File: src/hdl/smc_pkg.sv
// Package with constants and types for the sleep mode controller
package smc_pkg;

  // ---------------------------------------------------------------
  // Register map
  // ---------------------------------------------------------------
  localparam logic [3:0] SMC_ADDR_CTRL      = 4'h0;
  localparam logic [3:0] SMC_ADDR_STATUS    = 4'h1;
  localparam logic [3:0] SMC_ADDR_IRQ_STAT  = 4'h2;
  localparam logic [3:0] SMC_ADDR_IRQ_MASK  = 4'h3;
  localparam logic [3:0] SMC_ADDR_TMR_LOAD  = 4'h4;

  // Control register fields
  localparam int SMC_CTRL_SE_BIT   = 0;
  localparam int SMC_CTRL_SM_LSB   = 1;
  localparam int SMC_CTRL_LFT_BIT  = 4;
  localparam logic [7:0] SMC_CTRL_RESET = 8'h00;

  // Interrupt status bits
  localparam int SMC_IRQ_PIN_BIT   = 0;
  localparam int SMC_IRQ_TMR_BIT   = 1;
  localparam int SMC_IRQ_WIDTH     = 2;

  // Sleep mode select encodings
  localparam logic [2:0] SMC_SM_IDLE     = 3'h0;
  localparam logic [2:0] SMC_SM_ADC_NR   = 3'h1;
  localparam logic [2:0] SMC_SM_PDOWN    = 3'h2;
  localparam logic [2:0] SMC_SM_PSAVE    = 3'h3;
  localparam logic [2:0] SMC_SM_STANDBY  = 3'h6;
  localparam logic [2:0] SMC_SM_EXT_STBY = 3'h7;

  localparam int SMC_PIN_COUNT = 6;
  localparam logic [15:0] SMC_TMR_LOAD_RESET = 16'h0020;

  typedef enum {
    SMC_ST_RUN,
    SMC_ST_SLEEP
  } smc_state_e;

endpackage

File: src/hdl/smc_lf_timer.sv
// Wake timer ticking on the low-frequency oscillator strobe
`timescale 1ns/100ps
`default_nettype none
module smc_lf_timer
  import smc_pkg::*;
(
  input  wire logic        clk_i,
  input  wire logic        reset_i,
  input  wire logic        run_i,
  input  wire logic        lf_tick_i,
  input  wire logic [15:0] load_i,
  output logic             expire_o
);

  logic [15:0] cnt_reg;
  logic [15:0] cnt_next;
  logic        exp_reg;
  logic        exp_next;

  always_comb begin
    cnt_next = cnt_reg;
    exp_next = 1'b0;
    if (!run_i) begin
      cnt_next = load_i;
    end else if (lf_tick_i) begin
      if (cnt_reg <= 16'h0001) begin
        cnt_next = load_i;
        exp_next = 1'b1;
      end else begin
        cnt_next = cnt_reg - 16'h0001;
      end
    end
  end

  always_ff @(posedge clk_i or posedge reset_i) begin
    if (reset_i) begin
      cnt_reg <= 16'h0000;
      exp_reg <= 1'b0;
    end else begin
      cnt_reg <= cnt_next;
      exp_reg <= exp_next;
    end
  end

  assign expire_o = exp_reg;

endmodule
`default_nettype wire

File: src/hdl/smc_sleep_ctrl.sv
// Sleep mode controller: sleep entry, radio off, wake sources, registers
//
// Behaviour
// - Sleep only when sleep enable is one and the sleep instruction executes.
// - Three-bit mode select field chooses one of six sleep modes.
// - While sleeping the radio transceiver is held off.
// - Pin interrupts stay armed in power-down and wake the device.
// - Low-frequency timer can wake the device at regular intervals.
// - Idle with timer running is not offered on the small variant.
// - Reset pin is active low with an internal pull-up.
//
// Added by the designer: the address-and-strobe port and the address map.
`timescale 1ns/100ps
`default_nettype none
module smc_sleep_ctrl
  import smc_pkg::*;
#(
  parameter bit SMALL_VARIANT = 1'b0
)
(
  input  wire logic                     clk_i,
  input  wire logic                     reset_i,
  input  wire logic                     reset_pin_n_i,
  input  wire logic                     reset_pin_oe_i,
  input  wire logic [3:0]               addr_i,
  input  wire logic [7:0]               wdata_i,
  input  wire logic                     wr_i,
  input  wire logic                     rd_i,
  output logic      [7:0]               rdata_o,
  input  wire logic                     sleep_instr_i,
  input  wire logic [SMC_PIN_COUNT-1:0] pin_irq_i,
  input  wire logic                     lf_tick_i,
  output logic                          sleeping_o,
  output logic      [2:0]               active_mode_o,
  output logic                          radio_off_o,
  output logic                          cpu_run_o,
  output logic                          cpu_reset_o,
  output logic                          wake_o,
  output logic                          irq_o
);

  // ---------------------------------------------------------------
  // Reset pin with pull-up
  // ---------------------------------------------------------------
  // Undriven pin reads high, so the processor leaves reset
  logic pin_level;
  assign pin_level = reset_pin_oe_i ? reset_pin_n_i : 1'b1;

  function automatic logic mode_valid(input logic [2:0] m);
    mode_valid = (m == SMC_SM_IDLE) || (m == SMC_SM_ADC_NR) ||
                 (m == SMC_SM_PDOWN) || (m == SMC_SM_PSAVE) ||
                 (m == SMC_SM_STANDBY) || (m == SMC_SM_EXT_STBY);
  endfunction

  // ---------------------------------------------------------------
  // Registers and state
  // ---------------------------------------------------------------
  logic [7:0]               ctrl_reg, ctrl_next;
  logic [SMC_IRQ_WIDTH-1:0] ist_reg, ist_next;
  logic [SMC_IRQ_WIDTH-1:0] imsk_reg, imsk_next;
  logic [15:0]              tload_reg, tload_next;
  logic [7:0]               rdata_reg, rdata_next;
  smc_state_e               state_reg, state_next;
  logic [2:0]               amode_reg, amode_next;
  logic                     wake_reg, wake_next;
  logic                     irq_reg, irq_next;
  logic                     sleep_reg, sleep_next;
  logic                     run_reg, run_next;
  logic                     creset_reg;
  logic                     tmr_exp;
  logic                     tmr_run;
  logic                     pin_any;
  logic                     lft_en;
  logic                     wake_ev;
  logic [2:0]               sel_mode;

  assign sel_mode = ctrl_reg[SMC_CTRL_SM_LSB +: 3];
  // Small variant cannot keep the timer alive in idle
  assign lft_en  = ctrl_reg[SMC_CTRL_LFT_BIT] && !SMALL_VARIANT;
  assign pin_any = |pin_irq_i;
  assign tmr_run = (state_reg == SMC_ST_SLEEP) && lft_en;

  smc_lf_timer u_timer (
    .clk_i     (clk_i),
    .reset_i   (reset_i),
    .run_i     (tmr_run),
    .lf_tick_i (lf_tick_i),
    .load_i    (tload_reg),
    .expire_o  (tmr_exp)
  );

  // Pins wake from every mode, power-down included
  assign wake_ev = pin_any || tmr_exp;

  // ---------------------------------------------------------------
  // Sleep state machine
  // ---------------------------------------------------------------
  always_comb begin
    state_next = state_reg;
    amode_next = amode_reg;
    wake_next  = 1'b0;
    unique case (state_reg)
      SMC_ST_RUN: begin
        if (sleep_instr_i && ctrl_reg[SMC_CTRL_SE_BIT] &&
            mode_valid(sel_mode)) begin
          state_next = SMC_ST_SLEEP;
          amode_next = sel_mode;
        end
      end
      SMC_ST_SLEEP: begin
        if (wake_ev) begin
          state_next = SMC_ST_RUN;
          wake_next  = 1'b1;
        end
      end
    endcase
    // Output flops follow the next state, so they move with state_reg
    sleep_next = (state_next == SMC_ST_SLEEP);
    run_next   = (state_next == SMC_ST_RUN);
  end

  // ---------------------------------------------------------------
  // Register file
  // ---------------------------------------------------------------
  always_comb begin
    ctrl_next  = ctrl_reg;
    imsk_next  = imsk_reg;
    tload_next = tload_reg;
    ist_next   = ist_reg;
    rdata_next = 8'h00;
    if (wr_i) begin
      unique case (addr_i)
        SMC_ADDR_CTRL:     ctrl_next = wdata_i;
        SMC_ADDR_IRQ_MASK: imsk_next = wdata_i[SMC_IRQ_WIDTH-1:0];
        SMC_ADDR_TMR_LOAD: tload_next = {8'h00, wdata_i};
        default: ;
      endcase
    end
    if (rd_i) begin
      unique case (addr_i)
        SMC_ADDR_CTRL:     rdata_next = ctrl_reg;
        SMC_ADDR_STATUS:   rdata_next = {4'h0, amode_reg,
                                         state_reg == SMC_ST_SLEEP};
        SMC_ADDR_IRQ_STAT: rdata_next = {6'h00, ist_reg};
        SMC_ADDR_IRQ_MASK: rdata_next = {6'h00, imsk_reg};
        SMC_ADDR_TMR_LOAD: rdata_next = tload_reg[7:0];
        default:           rdata_next = 8'h00;
      endcase
      if (addr_i == SMC_ADDR_IRQ_STAT) begin
        ist_next = '0;
      end
    end
    // Set beats the read clear so no wake is lost
    if (state_reg == SMC_ST_SLEEP && pin_any) begin
      ist_next[SMC_IRQ_PIN_BIT] = 1'b1;
    end
    if (state_reg == SMC_ST_SLEEP && tmr_exp) begin
      ist_next[SMC_IRQ_TMR_BIT] = 1'b1;
    end
    irq_next = |(ist_next & imsk_next);
  end

  always_ff @(posedge clk_i or posedge reset_i) begin
    if (reset_i) begin
      ctrl_reg   <= SMC_CTRL_RESET;
      imsk_reg   <= '0;
      tload_reg  <= SMC_TMR_LOAD_RESET;
      ist_reg    <= '0;
      rdata_reg  <= 8'h00;
      state_reg  <= SMC_ST_RUN;
      amode_reg  <= SMC_SM_IDLE;
      wake_reg   <= 1'b0;
      irq_reg    <= 1'b0;
      creset_reg <= 1'b1;
      sleep_reg  <= 1'b0;
      run_reg    <= 1'b1;
    end else begin
      ctrl_reg   <= ctrl_next;
      imsk_reg   <= imsk_next;
      tload_reg  <= tload_next;
      ist_reg    <= ist_next;
      rdata_reg  <= rdata_next;
      state_reg  <= state_next;
      amode_reg  <= amode_next;
      wake_reg   <= wake_next;
      irq_reg    <= irq_next;
      creset_reg <= !pin_level;
      sleep_reg  <= sleep_next;
      run_reg    <= run_next;
    end
  end

  assign rdata_o       = rdata_reg;
  assign sleeping_o    = sleep_reg;
  assign radio_off_o   = sleep_reg;
  assign cpu_run_o     = run_reg;
  assign active_mode_o = amode_reg;
  assign wake_o        = wake_reg;
  assign irq_o         = irq_reg;
  assign cpu_reset_o   = creset_reg;
endmodule
`default_nettype wire

File: config.mk
export PLATFORM = sky130hd
export DESIGN_NAME = smc_sleep_ctrl
export DESIGN_NICKNAME = d
export VERILOG_FILES = /design/src/hdl/smc_pkg.sv /design/src/hdl/smc_lf_timer.sv /design/src/hdl/smc_sleep_ctrl.sv
export SDC_FILE = /design/constraint.sdc
export NUM_CORES = 1
export LEC_CHECK = 0
export ABC_AREA = 1
export BUFFER_PORTS_ARGS = -buffer_cell sky130_fd_sc_hd__buf_2
export CORE_UTILIZATION = 55
export DETAILED_ROUTE_END_ITERATION = 16
export PLACE_DENSITY = 0.8
export SLEW_MARGIN = 20
export SYNTH_ARGS = -nofsm -noshare
export SYNTH_HDL_FRONTEND = slang
export SYNTH_SLANG_ARGS = --single-unit
export TNS_END_PERCENT = 20
File: constraint.sdc
create_clock -name clk_i -period 4.3 [get_ports clk_i]
set_input_delay 0.86 -clock clk_i [delete_from_list [all_inputs] [get_ports clk_i]]
set_output_delay 0.86 -clock clk_i [all_outputs]
set_load 0.01 [all_outputs]
==> impl_metrics.py, run 1 <==
metrics = {
    "floorplanning": {
        "core-area_mm2": 0.006869,
        "io_pins": 43,
        "die_area_mm2": 0.007500,
        "die_w_um": 86.60,
        "initial_core_util_pct": 57.30,
        "row_count": 30,
        "die_height_um": 86.60,
    },
    "route": {
        "drtPass1Iterations": 4,
        "via_per_inst": 4.946,
        "highest_layer": "met4",
        "wl_um": 7652,
        "ant_nets": 0,
        "met1Wirelength_um": 3629,
        "wl_per_cell_um": 12.07,
        "drt_iter0_markers": 204,
        "wl_met2_um": 3673,
        "dr_wl_met3_um": 213,
        "vias": 3136,
        "route.detailed.drc": 0,
    },
    "setup_path": {
        "worstPathRequired_ns": 4.52,
        "slowest_stage": "clkinv_1",
        "reg2reg_depth": 6,
        "critPathLaunch": "sleep_instr_i",
        "r2r_end": "radio_off_o",
        "slowest_delay_ns": 0.72,
        "reg2reg_slack_ns": 2.07,
        "regToRegStartpoint": "ctrl_reg[2]",
        "crit_fanout": 34,
        "cp_cell_sequence": "buf_2 > o211ai_1 > clkinv_1 > o21ai_0 > inv_2 > nand2_1 > nor2_1",
        "crit_type": "in -> reg",
        "cp-start-kind": "input port",
        "end_kind": "register",
        "endpoint": "radio_off_o",
        "crit_arrival_ns": 2.54,
    },
    "synthesis": {
        "synth_top_area_share_pct": 52.13,
        "synth_cell_types": 32,
        "synth_area_mm2": 0.003936,
        "yosysWarnings": 0,
        "ys_ff_latch": 85,
        "syn_area_per_cell_um2": 8.050,
        "ys_seq_area_share_pct": 54.13,
        "netlist_top_cells_area": "dfrtp_1, nand2_1, nor2_1, inv_1, nand3_1",
        "postSynthCellCount": 489,
        "yosysTopAreaCell": "dfrtp_1",
        "syn_nets": 517,
    },
    "sta": {
        "tightest_slew_ns": 0.9287,
        "slew_violations": 0,
        "timing.fmax_ghz": 0.4317,
        "finalHoldViolations": 0,
        "tns_ns": 0,
        "setup-violations-final": 0,
        "finClkSkew_ns": 0.008110,
        "rsz0062_at_grt": "no",
        "period_minus_slack_ns": 2.316,
        "maxSlewHeadroom_pct": 38.02,
        "post-route-period-util_pct": 53.87,
    },
    "power_and_ir_drop": {
        "ir_drop_mv": 0.2546,
        "p_per_area_mw_per_mm2": 527.9,
        "p_leak_nw": 2.345,
    },
    "cts": {
        "clock_path_buffers": 2,
        "cts_made_buffers": 9,
        "cts-root-buf": "clkbuf_8",
        "cts_max_level": 3,
        "clock_latency_ns": 0.34,
        "hold_buffers": 0,
        "cts-resized-gates": 0,
        "clkTransAtPathRegs_ns": 0.08,
        "clock_sinks": 85,
        "cts_tree": "built",
        "post_cts_buffers": 0,
    },
    "grt": {
        "grt_overflow": 0,
        "antenna_found_initial": 0,
        "first_global_vias": 2993,
        "grtUsageTotal_pct": 23.14,
        "grt_max_degree": 57,
        "grt_pass1_wl_um": 13350,
    },
    "layout": {
        "drive_gt1_share_pct": 14.68,
        "final_util_pct": 64.34,
        "fillers": 563,
        "num_antenna_cells": 0,
        "largest_reg_flops": 32,
        "nets": 561,
        "syn2layout_area_growth_pct": 12.27,
    },
    "run": {
        "max_cap_violations": 0,
    },
    "placed_design": {
        "place_hpwl_um": 5618,
        "io_buffers": 42,
        "gp_congestion": 0.8903,
    },
    "min_path": {
        "hp-class": "reg -> reg",
    },
    "outcome": {
        "status": "complete, no violations",
    },
}
[critical path: cells and delay by family]
kind	cells	cell delay (ns)
buffers and inverters	3	0.89
AO/OA/AOI/OAI	2	0.67
AND/OR/NAND/NOR	2	0.11
[how the worst min path moves through the flow]
stage	start	to	slack, ns	depth (start not counted)
floorplan	ctrl_reg[1]	ctrl_reg[1]	0.45	2
global placement	ctrl_reg[6]	ctrl_reg[6]	0.47	2
detailed placement	tload_reg[1]	tload_reg[1]	0.47	2
CTS	tload_reg[1]	tload_reg[1]	0.49	2
global route	state_reg[10]	state_reg[10]	0.51	2
finish	tload_reg[1]	tload_reg[1]	0.49	2
[report_power, final]
part | internal, mW | switching (mW)
clock network | 0.287 | 0.276
registers | 0.934 | 0.101
logic | 0.260 | 0.475
total | 1.48 | 0.852
[synthesized netlist by cell type]
| master | number |
|---|---|
| nand3_1 | 27 |
| a41oi_1 | 1 |
| dfstp_2 | 3 |
| o21ai_0 | 24 |
| nand2_2 | 3 |
| o21ai_1 | 2 |
| or2_2 | 1 |
| xnor2_1 | 3 |
| buf_6 | 1 |
| clkinv_1 | 2 |
| nand3_2 | 2 |
| ha_1 | 2 |
| nor2_8 | 1 |
| nor2_2 | 4 |
| o211ai_1 | 4 |
| o21ai_2 | 1 |
| xor2_1 | 8 |
| clkbuf_1 | 5 |
| inv_2 | 4 |
| buf_4 | 3 |
| a31oi_1 | 2 |
| nand4_1 | 10 |
| inv_1 | 63 |
| buf_2 | 1 |
| o22ai_1 | 1 |
| dfrtp_1 | 82 |
| nor3_1 | 4 |
| a21oi_1 | 7 |
| nand2_1 | 122 |
| nor2_1 | 94 |
| and3_1 | 1 |
| nor2_4 | 1 |
[per-layer routing]
metal,vias to the layer above,GRT usage (%)
met1,1463,30.52
met5,-,0
met2,59,37.66
li1,1600,-
met3,14,3.714
met4,0,10.91
[cells in the final DEF (no fill, tap or decap), types with 2 or more instances in the layout]
master / netlist / routed
a21oi_1: 7 / 7
a31oi_1: 2 / 2
buf_2: 1 / 42
clkbuf_8: 0 / 10
clkinv_1: 2 / 2
clkinv_2: 0 / 2
dfrtp_1: 82 / 82
dfstp_2: 3 / 3
ha_1: 2 / 2
inv_1: 63 / 62
inv_2: 4 / 4
nand2_1: 122 / 122
nand2_2: 3 / 3
nand3_1: 27 / 27
nand3_2: 2 / 2
nand4_1: 10 / 10
nor2_1: 94 / 94
nor2_2: 4 / 4
nor3_1: 4 / 4
o211ai_1: 4 / 4
o21ai_0: 24 / 24
o21ai_1: 2 / 2
xnor2_1: 3 / 3
xor2_1: 8 / 8
[cell type report]
class                      instances  area, um^2  share of cell area, %
tap                               96       120.1                  2.718
clock inverter                     5       60.06                  1.359
clock buffer                      11       141.4                  3.199
multi-input combinational        325        1489                  33.69
timing repair buffer              43       217.7                  4.926
inverter                          69       260.3                  5.889
sequential                        85        2131                  48.22
[per-stage QoR]
step / setup WS (ns) / instance area (um^2) / total power [mW] / hold slack [ns] / cells
6_report: 1.984 / 4419 / 2.333 / 0.4906 / 634
5_1_grt: 1.732 / 4419 / 2.502 / 0.5111 / 634
4_1_cts: 1.978 / 4419 / 2.346 / 0.4941 / 634
3_5_place_dp: 1.598 / 4218 / 1.778 / 0.4742 / 618
3_3_place_gp: 1.711 / 4218 / 1.758 / 0.4691 / 618
2_1_floorplan: 1.251 / 3936 / 1.599 / 0.4530 / 489
[cells by family after synthesis]
group | after synthesis | synth area share, %
compound gates | 42 | 5.881
buf+inv | 79 | 8.042
fa+ha+maj | 2 | 0.6356
xor+xnor | 11 | 2.448
flops | 85 | 54.13
simple gates | 270 | 28.86
Power figures use the tool's default switching activity.
==> inputs of run 2 (changes only) <==
ABC_AREA = 0   (was 1)
CORE_UTILIZATION = 52   (was 55)
clock period = 2.1 ns   (was 4.3 ns; I/O delays follow)
==> impl_metrics.py, run 2 <==
metrics = {
    "grt": {
        "antenna_found_initial": 0,
        "first_global_vias": 2448,
        "grt_max_degree": 86,
        "grt_pass1_wl_um": 11640,
        "grtUsageTotal_pct": 21.03,
        "grt_overflow": 0,
    },
    "synthesis": {
        "synth_top_cells_by_count": "dfrtp_1, and2_1, nor2_1",
        "postSynthCellCount": 305,
        "ys_ff_latch": 85,
        "synth_area_mm2": 0.003582,
        "synthArstFlopShare_pct": 100.0,
        "yosysWarnings": 0,
        "synth_top_area_share_pct": 57.28,
        "netlist_top_cells_area": "dfrtp_1, mux2_2, and2_1, nor2_1, xnor2_1",
        "synth_edf_count": 0,
        "syn_area_per_cell_um2": 11.74,
        "synth_flop_cell": "dfrtp_1",
        "yosysTopAreaCell": "dfrtp_1",
        "syn_nets": 333,
        "ys_seq_area_share_pct": 59.48,
        "yosysMostFrequentCell": "dfrtp_1",
        "synth_cell_types": 43,
    },
    "layout": {
        "drive_gt1_share_pct": 30.81,
        "multi_input_area_mm2": 0.001441,
        "largest_reg_flops": 32,
        "seqCellArea_mm2": 0.002131,
        "final_common_cell": "dfrtp_1",
        "num_antenna_cells": 0,
        "final_cell_mix": "dfrtp_1, buf_2, and2_1",
        "fillers": 472,
        "final_util_pct": 66.52,
        "nets": 394,
        "instances_no_fill": 447,
        "syn2layout_area_growth_pct": 20.61,
    },
    "cts": {
        "cts_tree": "built",
        "clock_path_buffers": 2,
        "clkTransAtPathRegs_ns": 0.09,
        "clock_sinks": 85,
        "cts-root-buf": "clkbuf_8",
        "cts_made_buffers": 9,
        "clock_latency_ns": 0.35,
        "cts_max_level": 3,
    },
    "route": {
        "route.detailed.drc": 0,
        "dr_wl_met3_um": 399,
        "via_per_inst": 5.503,
        "drtPass1Iterations": 4,
        "wl_um": 7037,
        "ant_nets": 0,
        "met1Wirelength_um": 3223,
        "wl_per_cell_um": 15.74,
        "vias": 2460,
        "drt_iter0_markers": 161,
        "highest_layer": "met4",
        "wl_met2_um": 3339,
    },
    "placed_design": {
        "placed_cells": 429,
        "gp_congestion": 0.8429,
        "place_hpwl_um": 4568,
        "place_ws_ns": 0.006220,
        "io_buffers": 42,
    },
    "power_and_ir_drop": {
        "ir_drop_mv": 0.6566,
        "power.switching_mw": 1.343,
        "p_leak_nw": 2.083,
        "switching_share_pct": 30.39,
        "seq_power_share_pct": 46.8,
        "p_clk_share_pct": 28.3,
        "share_comb_of_total_power_pct": 24.8,
        "p_per_area_mw_per_mm2": 1023,
        "p_int_mw": 3.077,
    },
    "setup_path": {
        "crit_fanout": 5,
        "crit_type": "reg -> reg",
        "reg2reg_slack_ns": 0.03,
        "cp-start-kind": "register",
        "worstPathRequired_ns": 2.34,
        "end_kind": "register",
        "crit_arrival_ns": 2.31,
    },
    "sta": {
        "maxSlewHeadroom_pct": 68.22,
        "rsz0062_at_grt": "yes",
        "timing.fmax_ghz": 0.4841,
        "setup_slack_ns": 0.03430,
        "tightest_slew_ns": 0.4754,
        "finalHoldViolations": 0,
        "period_minus_slack_ns": 2.066,
        "slew_violations": 0,
        "finClkSkew_ns": 0.01189,
        "post-route-period-util_pct": 98.37,
        "setup-violations-final": 0,
    },
    "floorplanning": {
        "io_pins": 43,
        "core-area_mm2": 0.006495,
        "row_count": 29,
        "initial_core_util_pct": 55.15,
        "die_height_um": 85,
        "die_area_mm2": 0.007225,
        "die_w_um": 85,
    },
    "outcome": {
        "status": "complete, no violations",
    },
    "min_path": {
        "hp-class": "in -> reg",
    },
    "run": {
        "max_cap_violations": 0,
    },
}
## run 2: cell types whose count changed after synthesis, sizes merged, moves of 6 or more
| cell | delta |
|---|---|
| nand2 | -108 |
| nor2 | -70 |
| inv | -62 |
| and2 | +31 |
| nand3 | -27 |
| mux2 | +23 |
| o21ai | -19 |
| nor4 | +13 |
| xnor2 | +8 |
| xor2 | -8 |
| nand4 | -7 |
| mux2i | +6 |
## run 2: final timing paths
path                               startpoint                  end  cells after the start
max                        u_timer.cnt_reg[2]  u_timer.cnt_reg[10]                      7
min                             reset_pin_n_i          cpu_reset_o                      2
max reg2reg                u_timer.cnt_reg[2]  u_timer.cnt_reg[10]                      7
min reg2reg                     state_reg[19]        state_reg[19]                      1
max in group asynchronous             reset_i          cpu_reset_o                      3
min in group asynchronous             reset_i         state_reg[0]                      3
## run 2: what timing repair did
item                                    in CTS  in global routing
cloned                                       0                  1
pin swaps                                    0                  7
buffers inserted                             1                  1
endpoints found under the setup margin       1                 49
hold buffers                                 0                  0
resized for setup                            1                 13
## run 2: worst max-delay path, cell delays in order, from the launching register on
cell and delay (ns):
dfrtp_1 0.43, nor3_1 0.26, nor4b_2 0.46, buf_4 0.20
nand2_1 0.10, nor4_1 0.30, xnor2_1 0.17, nor2_1 0.05
## run 2: kinds of logic (layout without fill, tap and decap cells)
group,count (synthesis),count (layout),share of synthesized area [%]
muxes,29,29,8.907
DFF,85,85,59.48
AOI/OAI and AO/OA,30,30,5.659
and+or+nand+nor,132,132,20.75
buffers and inverters,16,81,1.816
adders and majority gates,2,2,0.6985
xor gates and xnor gates,11,11,2.689
## run 2: routing by layer
layer	global-route usage [%]	vias to the layer above
met5	0	-
met4	6.934	0
met3	5.350	7
met2	31.45	70
met1	30.30	1201
li1	-	1182
## run 2: power by group through the flow
stage | clock network (mW) | registers, mW | logic [mW]
final | 1.25 | 2.07 | 1.10
after global routing | 1.34 | 2.10 | 1.22
after CTS | 1.27 | 2.06 | 1.07
after detailed placement | 0 | 2.09 | 1.04
after global placement | 0 | 2.08 | 1.03
after floorplan | 0 | 2.06 | 0.676
## run 2: layout make-up
| class | count | share of cell area (%) |
|---|---|---|
| timing repair buffer | 61 | 9.644 |
| clock inverter | 5 | 1.969 |
| tap | 77 | 2.230 |
| clock buffer | 10 | 2.954 |
| sequential | 85 | 49.32 |
| inverter | 5 | 0.5213 |
| multi-input combinational | 204 | 33.36 |
## run 2: through the flow
stage / setup TNS, ns / hold slack, ns / power [mW] / area (um^2)
final: 0 / 0.1752 / 4.420 / 4320
after global routing: -1.230 / 0.1607 / 4.664 / 4320
after CTS: 0 / 0.1633 / 4.398 / 4255
after detailed placement: 0 / 0.4718 / 3.130 / 4016
after global placement: 0 / 0.4694 / 3.104 / 4016
after floorplan: 0 / 0.4518 / 2.738 / 3586
==> inputs of run 3 (changes only) <==
CORE_ASPECT_RATIO = 0.8   (was unset)
CTS_CLUSTER_SIZE = 20   (was unset)
SKIP_LAST_GASP = 1   (was unset)
==> impl_metrics.py, run 3 (synthesis results as in run 2) <==
metrics = {
    "cts": {
        "clkTransAtPathRegs_ns": 0.09,
        "clock_latency_ns": 0.36,
        "clock_path_buffers": 2,
        "cts_made_buffers": 9,
        "clock_sinks": 85,
        "cts_tree": "built",
        "cts_max_level": 3,
        "cts-root-buf": "clkbuf_8",
    },
    "sta": {
        "tightest_slew_ns": 0.4376,
        "setup_slack_ns": 0.01171,
        "finalHoldViolations": 0,
        "timing.fmax_ghz": 0.4789,
        "hold_ws_ns": 0.1732,
        "maxSlewHeadroom_pct": 70.74,
        "period_minus_slack_ns": 2.088,
        "post-route-period-util_pct": 99.44,
        "setup-violations-final": 0,
        "finClkSkew_ns": 0.008370,
        "slew_violations": 0,
        "rsz0062_at_grt": "yes",
    },
    "layout": {
        "syn2layout_area_growth_pct": 20.12,
        "final_common_cell": "dfrtp_1",
        "final_util_pct": 66.13,
        "largest_reg_flops": 32,
        "nets": 395,
        "drive_gt1_share_pct": 31.18,
        "final_cell_mix": "dfrtp_1, buf_2, and2_1",
        "num_antenna_cells": 0,
        "fillers": 492,
    },
    "power_and_ir_drop": {
        "switching_share_pct": 31.11,
        "ir_drop_mv": 0.5406,
        "p_leak_nw": 2.073,
        "p_int_mw": 2.981,
        "power.switching_mw": 1.346,
        "p_per_area_mw_per_mm2": 1006,
        "p_clk_share_pct": 27.3,
        "share_comb_of_total_power_pct": 24.8,
        "seq_power_share_pct": 47.8,
    },
    "floorplanning": {
        "io_pins": 43,
        "core-area_mm2": 0.006506,
        "die_height_um": 76.24,
        "die_w_um": 94.80,
        "die_area_mm2": 0.007227,
        "row_count": 26,
        "initial_core_util_pct": 55.06,
    },
    "route": {
        "route.detailed.drc": 0,
        "drt_iter0_markers": 127,
        "wl_um": 6833,
        "via_per_inst": 5.482,
        "wl_per_cell_um": 14.98,
        "ant_nets": 0,
        "vias": 2500,
        "drtPass1Iterations": 4,
    },
    "setup_path": {
        "worstPathRequired_ns": 2.34,
        "cp-start-kind": "register",
        "cp_cell_sequence": "nor4_2 > nand4_1 > or2_4 > a311o_1 > and3b_1 > a211o_1",
        "slowest_delay_ns": 0.40,
        "end_kind": "register",
        "crit_type": "reg -> reg",
        "slowest_stage": "dfrtp_1",
        "path_buf_inv": 0,
        "crit_fanout": 5,
        "reg2reg_slack_ns": 0.01,
        "crit_arrival_ns": 2.33,
        "cp_top_family": "simple AND/OR/NAND/NOR gates",
    },
    "placed_design": {
        "io_buffers": 42,
        "place_hpwl_um": 4701,
        "place_ws_ns": -0.02728,
        "gp_congestion": 0.7962,
    },
    "grt": {
        "antenna_found_initial": 0,
        "grt_overflow": 0,
        "first_global_vias": 2514,
        "grtUsageTotal_pct": 21.73,
        "grt_pass1_wl_um": 11840,
        "grt_max_degree": 86,
    },
    "min_path": {
        "hp-class": "in -> reg",
    },
    "run": {
        "max_cap_violations": 0,
    },
    "outcome": {
        "status": "complete, no violations",
    },
}
## run 3: path summary, 6_finish.rpt
kind                                     from             endpoint  cells after the start
worst min register to register  state_reg[10]        state_reg[10]                      1
max in group asynchronous             reset_i            cpu_run_o                      3
min in group asynchronous             reset_i  u_timer.cnt_reg[14]                      3
worst min-delay path            reset_pin_n_i          cpu_reset_o                      2
worst max register to register  state_reg[26]   u_timer.cnt_reg[6]                      6
worst max-delay path            state_reg[26]   u_timer.cnt_reg[6]                      6
## run 3: power by group through the flow
stage | Clock [mW] | Sequential [mW] | Combinational (mW)
CTS | 1.22 | 2.06 | 1.05
global placement | 0 | 2.07 | 1.00
finish | 1.18 | 2.07 | 1.07
floorplan | 0 | 2.06 | 0.676
global route | 1.29 | 2.11 | 1.19
detailed placement | 0 | 2.09 | 1.04
## run 3: layout make-up
cell class / count / area (um^2) / area share, %
flip-flops and latches: 85 / 2131 / 49.52
clock inverters: 6 / 71.32 / 1.657
multi-input cells: 204 / 1438 / 33.41
repair buffers: 62 / 397.9 / 9.247
inverters: 5 / 22.52 / 0.5234
well taps: 84 / 105.1 / 2.443
clock buffers: 10 / 137.6 / 3.199
## run 3: per-layer routing
| layer | global-route usage (%) | vias up | routed length [um] |
|---|---|---|---|
| li1 | - | 1188 | - |
| met1 | 30.78 | 1247 | 3215 |
| met2 | 31.58 | 55 | 3272 |
| met3 | 6.088 | 10 | 266 |
| met4 | 8.788 | 0 | 78 |
| met5 | 0 | - | 0 |
## run 3: what timing repair did
action                     CTS  global route
setup buffers                2             1
hold buffers                 0             0
pin swaps                    5             3
setup endpoints to repair    2            47
gates resized for setup      6             4
## run 3: through the flow
step           power [mW]  instances  TNS (ns)  cell area, um^2
2_1_floorplan       2.738        305         0             3586
3_3_place_gp        3.074        437         0             4020
3_5_place_dp        3.124        437  -0.03431             4020
4_1_cts             4.331        455         0             4278
5_1_grt             4.583        456    -1.494             4303
6_report            4.328        456         0             4303
